### src/pcwl_pkg.sv
// Constants for the per-port configuration word loader.
package pcwl_pkg;
  localparam int PCWL_PORTS = 6;
  localparam int PCWL_ACK_PORTS = 3;
  localparam int PCWL_AW = 8;
  localparam int PCWL_DW = 16;
  localparam int PCWL_RW = 32;
  // Group bases of the configuration word address space
  localparam logic [7:0] PCWL_LO_BASE = 8'hB0;
  localparam logic [7:0] PCWL_HI_BASE = 8'hC0;
  localparam logic [7:0] PCWL_RPL_BASE = 8'hD0;
  localparam logic [7:0] PCWL_ACK_BASE = 8'hE0;
  localparam int PCWL_LO_FIRST_PORT = 1;
  // Target register offsets inside a port
  localparam logic [7:0] PCWL_OFS_TIMER = 8'h70;
  localparam logic [7:0] PCWL_OFS_CTL = 8'h80;
  localparam logic [7:0] PCWL_OFS_PHY = 8'h8C;
  // Field positions
  localparam int PCWL_RPL_CNT_MSB = 11;
  localparam int PCWL_RPL_EN_BIT = 12;
  localparam int PCWL_TS_SRC_LSB = 13;
  localparam int PCWL_TS_SRC_MSB = 14;
  localparam int PCWL_TS_DST_LSB = 24;
  localparam int PCWL_TS_DST_MSB = 25;
  localparam int PCWL_ACK_SRC_MSB = 13;
  localparam int PCWL_ACK_EN_SRC = 14;
  localparam int PCWL_ACK_DST_LSB = 16;
  localparam int PCWL_ACK_DST_MSB = 29;
  localparam int PCWL_ACK_EN_DST = 30;
  // Reset values
  localparam logic [31:0] PCWL_TIMER_RST = 32'h0000_0000;
  localparam logic [31:0] PCWL_CTL_RST = 32'h0000_0000;
  localparam logic [31:0] PCWL_PHY_RST = 32'h0000_0000;
  localparam logic [15:0] PCWL_RD_NONE = 16'h0000;
endpackage : pcwl_pkg

### src/pcwl_loader.sv
// Configuration word loader for the per-port registers of a six-port switch.
//
// The plain strobed port and the register offsets were left to the implementer.
`timescale 1ns/1ps
module pcwl_loader
  import pcwl_pkg::*;
(
  input wire logic clock,
  input wire logic rst,
  input wire logic [PCWL_AW-1:0] cfg_addr,
  input wire logic [PCWL_DW-1:0] cfg_wdata,
  input wire logic cfg_wr,
  input wire logic cfg_rd,
  output logic [PCWL_DW-1:0] cfg_rdata,
  input wire logic load_done,
  output logic cfg_loaded,
  output logic [PCWL_PORTS-1:0][PCWL_RW-1:0] port_timer,
  output logic [PCWL_PORTS-1:0][PCWL_RW-1:0] port_phy_control_word3,
  output logic [PCWL_PORTS-1:0][PCWL_RW-1:0] port_phy_ctl6
);

  // Staged copies collect the words; the ports only ever see the committed copies
  logic [PCWL_PORTS-1:0][PCWL_RW-1:0] ctl_reg;
  logic [PCWL_PORTS-1:0][PCWL_RW-1:0] ctl_next;
  logic [PCWL_PORTS-1:0][PCWL_RW-1:0] timer_reg;
  logic [PCWL_PORTS-1:0][PCWL_RW-1:0] timer_next;
  logic [PCWL_PORTS-1:0][PCWL_RW-1:0] phy_reg;
  logic [PCWL_PORTS-1:0][PCWL_RW-1:0] phy_next;

  // Committed copies seen by the ports
  logic [PCWL_PORTS-1:0][PCWL_RW-1:0] ctl_out_reg;
  logic [PCWL_PORTS-1:0][PCWL_RW-1:0] timer_out_reg;
  logic [PCWL_PORTS-1:0][PCWL_RW-1:0] phy_out_reg;

  // Read path and load status
  logic [PCWL_PORTS-1:0][PCWL_DW-1:0] rd_word;
  logic [PCWL_DW-1:0] rdata_reg;
  logic [PCWL_DW-1:0] rdata_next;
  logic [PCWL_DW-1:0] rdata_sel;
  logic loaded_reg;
  logic loaded_next;

  // Fields of the incoming word, named once for all ports
  wire [PCWL_DW-1:0] word_full = cfg_wdata;
  wire [PCWL_RPL_EN_BIT:0] word_rpl = cfg_wdata[PCWL_RPL_EN_BIT:0];
  wire [PCWL_TS_SRC_MSB-PCWL_TS_SRC_LSB:0] word_ts = cfg_wdata[PCWL_TS_SRC_MSB:PCWL_TS_SRC_LSB];
  wire [PCWL_ACK_EN_SRC:0] word_ack = cfg_wdata[PCWL_ACK_EN_SRC:0];

  genvar p;
  generate
    for (p = 0; p < PCWL_PORTS; p++) begin : g_port
      localparam logic [7:0] STEP = 8'(2 * p);
      localparam logic [7:0] LO_ADDR = PCWL_LO_BASE + STEP;
      localparam logic [7:0] HI_ADDR = PCWL_HI_BASE + STEP;
      localparam logic [7:0] RPL_ADDR = PCWL_RPL_BASE + STEP;
      localparam logic [7:0] ACK_ADDR = PCWL_ACK_BASE + STEP;
      // Port 0 has no lower control word here, ports above 2 no latency word
      localparam bit HAS_LO = (p >= PCWL_LO_FIRST_PORT);
      localparam bit HAS_ACK = (p < PCWL_ACK_PORTS);

      // Address decode, base plus twice the port number
      wire hit_lo = HAS_LO && (cfg_addr == LO_ADDR);
      wire hit_hi = (cfg_addr == HI_ADDR);
      wire hit_rpl = (cfg_addr == RPL_ADDR);
      wire hit_ack = HAS_ACK && (cfg_addr == ACK_ADDR);

      wire wr_lo = cfg_wr && hit_lo;
      wire wr_hi = cfg_wr && hit_hi;
      wire wr_rpl = cfg_wr && hit_rpl;
      wire wr_ack = cfg_wr && hit_ack;

      // Merged images; fields outside the word keep their staged value
      wire [PCWL_RW-1:0] ctl_lo_w = {ctl_reg[p][PCWL_RW-1:PCWL_DW], word_full};
      wire [PCWL_RW-1:0] ctl_hi_w = {word_full, ctl_reg[p][PCWL_DW-1:0]};
      wire [PCWL_RW-1:0] tmr_rpl_w = {timer_reg[p][PCWL_RW-1:PCWL_RPL_EN_BIT+1],
                                      word_rpl};
      wire [PCWL_RW-1:0] tmr_ack_w = {timer_reg[p][PCWL_RW-1:PCWL_ACK_EN_DST+1],
                                      word_ack,
                                      timer_reg[p][PCWL_ACK_DST_LSB-1:0]};
      wire [PCWL_RW-1:0] phy_rpl_w = {phy_reg[p][PCWL_RW-1:PCWL_TS_DST_MSB+1],
                                      word_ts,
                                      phy_reg[p][PCWL_TS_DST_LSB-1:0]};

      assign ctl_next[p] = wr_lo ? ctl_lo_w :
                           wr_hi ? ctl_hi_w :
                           ctl_reg[p];
      assign timer_next[p] = wr_rpl ? tmr_rpl_w :
                             wr_ack ? tmr_ack_w :
                             timer_reg[p];
      assign phy_next[p] = wr_rpl ? phy_rpl_w : phy_reg[p];

      // Read back rebuilds the word from the staged fields; bit 15 of timer words reads zero
      wire [PCWL_DW-1:0] rpl_rd = {1'b0,
                                   phy_reg[p][PCWL_TS_DST_MSB:PCWL_TS_DST_LSB],
                                   timer_reg[p][PCWL_RPL_EN_BIT:0]};
      wire [PCWL_DW-1:0] ack_rd = {1'b0, timer_reg[p][PCWL_ACK_EN_DST:PCWL_ACK_DST_LSB]};

      assign rd_word[p] = hit_lo ? ctl_reg[p][PCWL_DW-1:0] :
                          hit_hi ? ctl_reg[p][PCWL_RW-1:PCWL_DW] :
                          hit_rpl ? rpl_rd :
                          hit_ack ? ack_rd :
                          PCWL_RD_NONE;
    end
  endgenerate

  // Addresses are distinct per port, so at most one word is non-zero
  always_comb begin
    rdata_next = PCWL_RD_NONE;
    for (int i = 0; i < PCWL_PORTS; i++) begin
      rdata_next = rdata_next | rd_word[i];
    end
  end

  // Idle read data is zero, so a stale word never lingers on the bus
  assign rdata_sel = cfg_rd ? rdata_next : PCWL_RD_NONE;
  assign loaded_next = loaded_reg | load_done;

  // Staged control words
  always_ff @(posedge clock or posedge rst) begin
    if (rst) begin
      for (int i = 0; i < PCWL_PORTS; i++) begin
        ctl_reg[i] <= PCWL_CTL_RST;
      end
    end else begin
      ctl_reg <= ctl_next;
    end
  end

  // Staged timer words
  always_ff @(posedge clock or posedge rst) begin
    if (rst) begin
      for (int i = 0; i < PCWL_PORTS; i++) begin
        timer_reg[i] <= PCWL_TIMER_RST;
      end
    end else begin
      timer_reg <= timer_next;
    end
  end

  // Staged link control words
  always_ff @(posedge clock or posedge rst) begin
    if (rst) begin
      for (int i = 0; i < PCWL_PORTS; i++) begin
        phy_reg[i] <= PCWL_PHY_RST;
      end
    end else begin
      phy_reg <= phy_next;
    end
  end

  // Commit on finish only, so a half-loaded port never sees mixed fields;
  // a word written in the commit cycle is included
  always_ff @(posedge clock or posedge rst) begin
    if (rst) begin
      for (int i = 0; i < PCWL_PORTS; i++) begin
        ctl_out_reg[i] <= PCWL_CTL_RST;
      end
    end else if (load_done) begin
      ctl_out_reg <= ctl_next;
    end
  end

  always_ff @(posedge clock or posedge rst) begin
    if (rst) begin
      for (int i = 0; i < PCWL_PORTS; i++) begin
        timer_out_reg[i] <= PCWL_TIMER_RST;
      end
    end else if (load_done) begin
      timer_out_reg <= timer_next;
    end
  end

  always_ff @(posedge clock or posedge rst) begin
    if (rst) begin
      for (int i = 0; i < PCWL_PORTS; i++) begin
        phy_out_reg[i] <= PCWL_PHY_RST;
      end
    end else if (load_done) begin
      phy_out_reg <= phy_next;
    end
  end

  // Read data register
  always_ff @(posedge clock or posedge rst) begin
    if (rst) begin
      rdata_reg <= PCWL_RD_NONE;
    end else begin
      rdata_reg <= rdata_sel;
    end
  end

  // Load status; stays set until reset
  always_ff @(posedge clock or posedge rst) begin
    if (rst) begin
      loaded_reg <= 1'b0;
    end else begin
      loaded_reg <= loaded_next;
    end
  end

  assign cfg_rdata = rdata_reg;
  assign cfg_loaded = loaded_reg;
  assign port_timer = timer_out_reg;
  assign port_phy_control_word3 = ctl_out_reg;
  assign port_phy_ctl6 = phy_out_reg;

endmodule : pcwl_loader

### config.mk
export PLATFORM = sky130hd
export DESIGN_NAME = pcwl_loader
export DESIGN_NICKNAME = d
export VERILOG_FILES = /design/src/pcwl_pkg.sv /design/src/pcwl_loader.sv
export SDC_FILE = /design/constraint.sdc
export NUM_CORES = 1
export LEC_CHECK = 0
export ABC_AREA = 1
export BUFFER_PORTS_ARGS = -buffer_cell sky130_fd_sc_hd__buf_2
export CAP_MARGIN = 20
export CORE_MARGIN = 4
export CORE_UTILIZATION = 45
export CTS_BUF_LIST = sky130_fd_sc_hd__clkbuf_4 sky130_fd_sc_hd__clkbuf_8
export CTS_CLUSTER_SIZE = 24
export DETAILED_ROUTE_END_ITERATION = 7
export PLACE_DENSITY = 0.68
export RECOVER_POWER = 25
export SYNTH_ARGS = -nofsm -noshare
export SYNTH_HDL_FRONTEND = slang
export SYNTH_SLANG_ARGS = --single-unit
### constraint.sdc
create_clock -name clock -period 34.3 [get_ports clock]
set_input_delay 3.43 -clock clock [delete_from_list [all_inputs] [get_ports clock]]
set_output_delay 3.43 -clock clock [all_outputs]
set_load 0.05 [all_outputs]
# After elaboration in Yosys (flattened, before gate mapping)
# Cells that the tools add are included.
# totals
reg_bits	1169
latch_bits	0
ramBits	0
mem_bits_ro	0
inputBits	29
output_inout_bits	593
word_cells	131
n_memories	0
# op_classes
add_sub_neg	0
n_mul	0
div	0
n_lt_le_gt_ge	0
eq_ne	20
shift	0
mux	47
n_bitwise	6
reduce_logical	20
# ops
cell	count
$mux 32	11
$mux 16	12
$mux 31	6
$eq 8x8->1 const B	20
$mux 26	6
$mux 15	9
$or 16x16->16	5
$mux 13	3
$logic_and 1x1->1	20
$or 1x1->1	1

# Longest topological paths before layout
# Gate-level depths: netlist of run 1.
# logic_depth
word_depth	11
ltp_mapped	12

# Least setup slack after synthesis of run 1
# Ideal clock, no wire load.
# synth_path
kind	input to register
from	input cfg_addr[0]
to	register ctl_out_reg (netlist bit port_phy_control_word3[164])
setup_ns	0.118
arrival_time_ns	4.630
slack_ns	29.553
path_stages	11
path_buffers	1
cell_sequence	inv_1 nand2_1 nor2_1 nand2_2 clkinv_2 nand2_2 clkbuf_1 nand2_1 o21ai_2 nand2_1 nand2_1
# synth_rtl
item	line_no	text
from (decl)	pcwl_loader.sv:10	input wire logic [PCWL_AW-1:0] cfg_addr,
to (signal assigned)	pcwl_loader.sv:159	ctl_out_reg <= ctl_next;
to (decl)	pcwl_loader.sv:31	logic [PCWL_PORTS-1:0][PCWL_RW-1:0] ctl_out_reg;

==> metrics.yaml, run 1 <==
status: "complete, but fails checks"
violations: "max-capacitance violations, max-slew violations"
drt_first_pass_iters: 5
clk_latency_ns: 0.71
cellPowerDensity_nw_per_um2: 56.1
worstPathArrival_ns: 11.98
cts_tree: "yes"
finalPower_mw: 1.77
postSynthAreaPerCell_um2: 8.34
areaGrowthSynthToFinish_pct: 12.2
grt_pass1_vias: 21468
ys_types: 27
core-area_um2: 61700
finalClockSkew_ns: 0.0293
r2r_cells: 6
dieArea_um2: 66400
wirelength_um: 97000
grt_pass1_wl_um: 141000
nets: 3691
pwr-share-seq_pct: 46.2
syn-cell-area_um2: 28000
utilization_pct: 51.0
crit_type: "in -> reg"
post-route-drc-count: 0
ioPinCount: 622
setup_viol_count_final: 0
whs_path_depth: 1
rsz0062_at_grt: "false"
crit_path_end_kind: "register"
m1WireLength_um: 38800
synth_warnings: 0
start_util_pct: 45.4
first_iter_violations: 2197
numCtsBuffers: 101
dr_total_vias: 22780
tns_ns: 0
drive_gt1_share_pct: 12.8
cts_resized: 0
drv_slew: 556
power_frac_comb_pct: 14.3
post_cts_buffers: 0
yosysSeqAreaShare_pct: 57.0
drt.antenna.violating_nets: 0
io_buffers: 356
overflow: 0
grt_max_degree: 202
die_h_um: 258
clock-sinks: 639
finalCriticalPeriod_ns: 11.38
fmax_mhz: 87.9
dpl.hpwl_um: 66600
synth_cells: 3362
synth.ff_latch_count: 639
clockBufferDepth: 3
whs_endpoint: "cfg_loaded"
fin_crit_sh_pct: 33.2
routabilityCongestion: 0.935
dr_wl_met2_um: 41900
dieWidth_um: 258
routedWlPerCell_um: 21.2
min_path_type: "reg -> reg"
hold_ws_ns: 0.464
min-delay-start: "cfg_loaded"
cts_hold_buf: 0
r2r-start: "ctl_reg[184]"
clkTransAtPathRegs_ns: 0.06
max-vdd-ir-drop_v: 0.0000259
rr_endpoint: "cfg_rdata[8]"
pwr-share-clk_pct: 39.4
ff2ff_setup_slack_ns: 32.69
ctsHtreeMaxLevel: 3
power.internal_mw: 1.21
dpl-instance-area_um2: 29400
final_area_um2: 31500
p_switching_mw: 0.552
required_ns: 34.90
cts_root_buf: "clkbuf_8"
met3WireLength_um: 11500
hold_viol: 0
crit_fanout: 201
routed.top_layer: "met5"
worstMarginPinSlew_ns: 9.39
core.rowCount: 91
p_leak_nw: 17.3
switching_share_pct: 31.3
vias_per_cell: 4.98
max-cap-violations: 5
grt.total_usage_pct: 28.4
antenna_found_initial: 8
relSlewSlack_pct: -526
start_kind: "input pin"
==> through the flow <==
stage / std cells / setup slack, ns
after detailed placement: 4392 / 27.33
after CTS: 4570 / 28.11
final: 4576 / 22.92
after floorplan: 3626 / 12.97
after global placement: 4392 / 27.34
after global routing: 4576 / 21.94
==> synth_stat cells <==
master    count  area share (%)
a21oi_1       7            0.12
and2_1        1           0.022
buf_1        25            0.33
buf_2        19            0.34
buf_4       265             7.1
clkbuf_1    150             2.0
clkinv_1      1           0.013
clkinv_2      1           0.018
conb_1        1           0.013
dfrtp_1     639              57
inv_1        75             1.0
inv_2        10            0.13
nand2_1    1529              20
nand2_2       3           0.067
nand3_1     193             3.4
nand3_2       1           0.036
nand3b_1      8            0.21
nand4_1       9            0.20
nor2_1       86             1.2
nor2_2        6            0.13
nor2_4        5            0.20
nor3_1       12            0.21
o21ai_0      12            0.21
o21ai_1     296             5.3
o21ai_2       6            0.19
or2_0         1           0.022
or2_2         1           0.022
==> worst max path at each step <==
stage / from / end / slack [ns] / cells past startpoint
after CTS: rst / ctl_reg[188] / 28.11 / 5
after floorplan: rst / cfg_loaded / 12.97 / 1
final: load_done / port_phy_control_word3[159] / 22.92 / 4
after detailed placement: rst / ctl_reg[156] / 27.33 / 5
after global routing: rst / ctl_reg[159] / 21.94 / 5
after global placement: rst / ctl_reg[156] / 27.34 / 5
==> cells by family (layout without fill, tap and decap cells) <==
kind of cell	Yosys count	count (layout)	share of synthesized area, %
other	1	267	0.0134
AO/OA/AOI/OAI	321	321	5.81
AND/OR/NAND/NOR	1855	1855	26.2
buffers and inverters	546	657	10.9
flip-flops	639	639	57.0
==> cell usage in the layout, fill, tap and decap left out, types with 2 or more instances in the layout <==
cell type / count
nand2_1: 1529
dfrtp_1: 639
o21ai_1: 296
conb_1: 265
buf_2: 233
nand3_1: 193
clkbuf_8: 129
clkbuf_1: 126
nor2_1: 85
inv_1: 74
clkbuf_4: 28
buf_4: 28
clkinv_2: 15
o21ai_0: 12
nor3_1: 12
inv_2: 10
nand4_1: 9
nand3b_1: 8
a21oi_1: 7
nor2_2: 6
nor2_4: 6
o21ai_2: 6
nand2_2: 3
clkinvlp_4: 3
bufinv_16: 3
diode_2: 2
buf_8: 2
==> critical path, stage by stage <==
cell and delay [ns]:
buf_8 0.49, clkbuf_1 6.39, nand2_1 1.08, nand2_1 0.27
==> final cells by class <==
type                       instances  area [µm²]
multi-input combinational       2441        9980
clock buffer                     157        1990
sequential                       639       16000
fill                            5982       30200
inverter                          87         337
tap                              837        1050
clock inverter                    21         191
antenna                            2        5.00
timing repair buffer             392        1940
==> power by group through the flow <==
stage          clock network, mW  registers (mW)  logic (mW)
2_1_floorplan                  0           0.891       0.149
3_3_place_gp                   0           0.828       0.252
4_1_cts                    0.708           0.815       0.254
6_report                   0.696           0.816       0.253
5_1_grt                    0.741           0.819       0.268
3_5_place_dp                   0           0.828       0.254
==> per-layer routing <==
layer | vias to the layer above | global-route usage [%]
met5 | - | 0
met4 | 12 | 12.8
met3 | 211 | 10.2
met2 | 1215 | 41.6
met1 | 10703 | 38.1
li1 | 10639 | -
Power figures use the tool's default switching activity.
==> run 2, diff against run 1 <==
--- a/config.mk
+++ b/config.mk
@@ -5,7 +5,7 @@
 export SDC_FILE = /design/constraint.sdc
 export NUM_CORES = 1
 export LEC_CHECK = 0
-export ABC_AREA = 1
+export ABC_AREA = 0
 export BUFFER_PORTS_ARGS = -buffer_cell sky130_fd_sc_hd__buf_2
 export CAP_MARGIN = 20
 export CORE_MARGIN = 4
==> constraint.sdc (replaced) <==
create_clock -name clock -period 10.56 [get_ports clock]
set_input_delay 1.056 -clock clock [delete_from_list [all_inputs] [get_ports clock]]
set_output_delay 1.056 -clock clock [all_outputs]
set_load 0.05 [all_outputs]
==> metrics.yaml, run 2 <==
synth_cells: 2077
post_cts_buffers: 0
min_path_type: "reg -> reg"
violations: "max-capacitance violations, max-slew violations"
overflow: 0
cts_hold_buf: 0
crit_type: "in -> reg"
yosys-top-cells-count: "dfrtp_1 (639), mux2_2 (546), buf_4 (266), clkbuf_1 (100), mux2_1 (82)"
fin_ws_ns: 4.07
cts_root_buf: "clkbuf_8"
grt_pass1_wl_um: 131000
dpl.hpwl_um: 65100
worstPathArrival_ns: 7.06
vias_per_cell: 5.45
whs_path_depth: 1
io_buffers: 356
core-area_um2: 62200
antenna_found_initial: 6
fin_crit_sh_pct: 61.5
crit_fanout: 99
rsz0062_at_grt: "false"
synthFlopType: "dfrtp_1"
clkTransAtPathRegs_ns: 0.06
clk_latency_ns: 0.71
post-route-drc-count: 0
grt_pass1_vias: 18743
ys_top_cells_by_area: "dfrtp_1 (56%), mux2_2 (22%), buf_4 (7.0%)"
async_flop_share_pct: 100
cts_resized: 0
areaGrowthSynthToFinish_pct: 13.0
routabilityCongestion: 0.877
r2r_cells: 5
routedWlPerCell_um: 27.6
synth.most_common_cell: "dfrtp_1"
p_leak_nw: 17.2
required_ns: 11.13
clockBufferDepth: 3
numCtsBuffers: 105
fmax_mhz: 154
yosys.area.top_type: "dfrtp_1"
max-cap-violations: 5
clock-sinks: 639
drv_slew: 482
cellPowerDensity_nw_per_um2: 182
dieArea_um2: 67300
hold_viol: 0
start_util_pct: 45.8
place_ws_ns: 6.07
finalCriticalPeriod_ns: 6.49
first_iter_violations: 1584
ys_types: 66
synth-edff-count: 0
worstMarginPinSlew_ns: 5.94
core.rowCount: 91
crit_path_end_kind: "register"
dr_total_vias: 18176
setup_viol_count_final: 0
ioPinCount: 622
die_h_um: 259
postSynthAreaPerCell_um2: 13.7
syn-cell-area_um2: 28500
grt.total_usage_pct: 26.5
final_common_cell: "dfrtp_1"
start_kind: "input pin"
drt_first_pass_iters: 5
wirelength_um: 91800
synth.top_cell.area_share_pct: 56.2
cts_tree: "yes"
status: "complete, but fails checks"
synth.ff_latch_count: 639
tns_ns: 0
dieWidth_um: 259
drt.antenna.violating_nets: 0
max-vdd-ir-drop_v: 0.0000954
drive_gt1_share_pct: 45.0
synth_warnings: 0
nets: 2446
fillers: 5365
relSlewSlack_pct: -296
yosysSeqAreaShare_pct: 56.2
finalClockSkew_ns: 0.0399
final_cell_mix: "dfrtp_1 (639), mux2_2 (546), buf_2 (355), conb_1 (265), clkbuf_8 (142)"
ctsHtreeMaxLevel: 3
grt_max_degree: 190
[run 2: cell count changes in the layout (fill, tap and decap cells not counted), sizes merged, moves of 11 or more]
cell / previous run / this run
nand2: 1532 / 48
mux2: 0 / 628
o21ai: 314 / 24
nand3: 194 / 8
clkbuf: 283 / 170
buf: 266 / 373
inv: 86 / 4
nor2: 97 / 31
mux2i: 0 / 55
a22oi: 0 / 37
o22ai: 0 / 19
a21oi: 7 / 23
a2bb2oi: 0 / 13
o211ai: 0 / 11
[run 2: final timing paths]
check,start,end,slack (ns)
setup / recovery,load_done,port_timer[104],4.07
hold / removal,cfg_loaded,cfg_loaded,0.46
setup reg to reg,g_port[4].rpl_rd[1],cfg_rdata[1],8.63
hold reg to reg,cfg_loaded,cfg_loaded,0.46
max in group asynchronous,rst,port_phy_control_word3[19],4.79
min in group asynchronous,rst,cfg_rdata[7],0.64
[run 2: worst max-delay path, stage by stage]
cell and delay, ns:
clkbuf_1 4.08, buf_4 1.33, mux2_2 0.43
[run 2: per-layer routing]
metal / GRT usage, % / vias to the layer above / share of wire (%)
met5: 0 / - / 0
met4: 11.4 / 0 / 4.4
met3: 6.11 / 168 / 7.8
met1: 33.1 / 9519 / 39
li1: - / 7572 / -
met2: 44.4 / 917 / 49
[run 2: layout make-up]
type	instances	area [µm²]	share of cell area, %
Timing Repair Buffer	379	1980	6.15
Sequential cell	639	16000	49.7
Multi-Input combinational cell	1288	10900	33.8
Inverter	4	16.3	0.0506
Tap cell	837	1050	3.26
Clock buffer	164	2120	6.59
Antenna cell	2	5.00	0.0156
Clock inverter	20	143	0.444
[run 2: stage by stage]
stage	cell area, µm²	hold WS [ns]	std cells	power, mW	utilization [%]
final	32100	0.460	3333	5.86	51.7
after global routing	32100	0.478	3332	6.06	51.7
after CTS	32100	0.437	3329	5.89	51.7
after detailed placement	29900	0.446	3145	3.59	48.0
after global placement	29900	0.454	3145	3.58	48.0
after floorplan	29400	0.472	2341	3.44	-
[run 2: logic make-up (layout without fill, tap and decap cells)]
group	after synthesis	after routing	share of synthesized area [%]
other	1	267	0.0132
muxes	683	683	26.8
DFF	639	639	56.2
buffers and inverters	414	567	9.15
AOI/OAI and AO/OA	193	193	4.93
and+or+nand+nor	147	147	2.92
[run 2: power breakdown]
part,total [mW],internal (mW),switching (mW),leakage [nW]
combinational,0.904,0.188,0.716,7.22
sequential,2.65,2.57,0.0812,8.81
clock,2.30,1.29,1.01,1.20
==> run 3, diff against run 2 <==
==> constraint.sdc (replaced) <==
create_clock -name clock -period 6.4 [get_ports clock]
set_input_delay 0.64 -clock clock [delete_from_list [all_inputs] [get_ports clock]]
set_output_delay 0.64 -clock clock [all_outputs]
set_load 0.05 [all_outputs]
==> metrics.yaml, run 3 (synthesis results as in run 2) <==
status: "complete, but fails checks"
violations: "max-capacitance violations, max-slew violations"
post-route-drc-count: 0
worstPathCellList: "buf_2 -> clkinvlp_2 -> clkbuf_2"
rsz0062_at_grt: "false"
max-cap-violations: 2
max-vdd-ir-drop_v: 0.000219
vias_per_cell: 5.46
p_leak_nw: 17.3
crit_path_end_kind: "async pin"
clockBufferDepth: 3
routabilityCongestion: 0.856
fin_crit_sh_pct: 57.6
drt_first_pass_iters: 6
worstPathArrival_ns: 3.92
cp_slowest_cell: "clkbuf_2"
dieArea_um2: 67300
ctsHtreeMaxLevel: 3
dpl.hpwl_um: 65400
cts_tree: "yes"
wirelength_um: 92000
start_util_pct: 45.8
ioPinCount: 622
drt.antenna.violating_nets: 0
numCtsBuffers: 104
final_area_um2: 32200
clkTransAtPathRegs_ns: 0.06
max_stage_delay_ns: 1.99
drive_gt1_share_pct: 45.2
hold_viol: 0
post_cts_buffers: 0
core-area_um2: 62200
register_area_um2: 16000
numPlacedInstances: 3142
multiInputGateArea_um2: 10900
finalCriticalPeriod_ns: 3.69
cts_hold_buf: 0
drv_slew: 132
dr_total_vias: 18199
dieWidth_um: 259
final_cell_mix: "dfrtp_1 (639), mux2_2 (546), buf_2 (355), conb_1 (265), clkbuf_8 (137)"
fin_cells: 3332
antenna_found_initial: 8
critPathBufInv: 3
grt.total_usage_pct: 26.6
cts_resized: 0
start_kind: "input pin"
cellPowerDensity_nw_per_um2: 302
min_path_type: "in -> reg"
grt_max_degree: 179
finalClockSkew_ns: 0.0362
critPathTopFamily: "buffers and inverters"
fmax_mhz: 271
worstMarginPinSlew_ns: 2.65
utilization_pct: 51.8
grt_pass1_wl_um: 131000
crit_type: "in -> async"
routedWlPerCell_um: 27.6
clock-sinks: 639
crit_fanout: 97
cts_root_buf: "clkbuf_8"
finalPower_mw: 9.74
setup_viol_count_final: 0
first_iter_violations: 1450
overflow: 0
core.rowCount: 91
dpl-instance-area_um2: 29900
io_buffers: 356
nets: 2442
final_common_cell: "dfrtp_1"
areaGrowthSynthToFinish_pct: 13.2
clk_latency_ns: 0.72
grt_pass1_vias: 18700
required_ns: 6.63
die_h_um: 259
fillers: 5262
relSlewSlack_pct: -76.6
tns_ns: 0
run 3: cell types whose count changed in the layout (fill, tap and decap cells not counted), moves of 3 or more:
cell      change
buf_12        +4
buf_4         -3
clkbuf_1      -5
clkbuf_4      +5
clkbuf_8      -5
run 3: path summary, 6_finish.rpt:
kind	startpoint	to	slack, ns	cells past startpoint
worst max register to register	ctl_reg[177]	cfg_rdata[1]	4.40	5
worst max-delay path	rst	g_port[4].rpl_rd[4]	2.71	3
worst min register to register	cfg_loaded	cfg_loaded	0.46	1
worst min-delay path	cfg_rd	cfg_rdata[0]	0.32	2
min in group asynchronous	rst	port_timer[71]	0.39	2
max in group clock	cfg_addr[5]	port_timer[27]	3.22	6
run 3: per-layer routing:
metal	vias to the layer above	routed length (µm)	track usage, %
met5	-	59	0
met4	8	4160	11.5
met3	180	7940	6.66
met2	977	44500	43.9
met1	9473	35300	33.6
li1	7561	-	-
run 3: power by group:
group          total, mW  switching [mW]  leakage (nW)  internal (mW)
Combinational       1.48            1.18          7.23          0.306
Clock               3.87            1.67          1.22           2.19
Sequential          4.38           0.140          8.81           4.25
run 3: area by class of cell:
cell class,instances,area share (%)
well taps,837,3.25
repair buffers,376,6.19
clock buffers,164,6.48
clock inverters,22,0.653
diodes,2,0.0155
inverters,4,0.0505
flip-flops and latches,639,49.6
multi-input cells,1288,33.7
run 3: through the flow:
step / worst slack, ns / hold WS (ns)
floorplan: -2.97 / 0.472
global placement: 2.58 / 0.450
detailed placement: 2.51 / 0.455
CTS: 3.26 / 0.0988
global route: 2.04 / 0.292
finish: 2.71 / 0.316
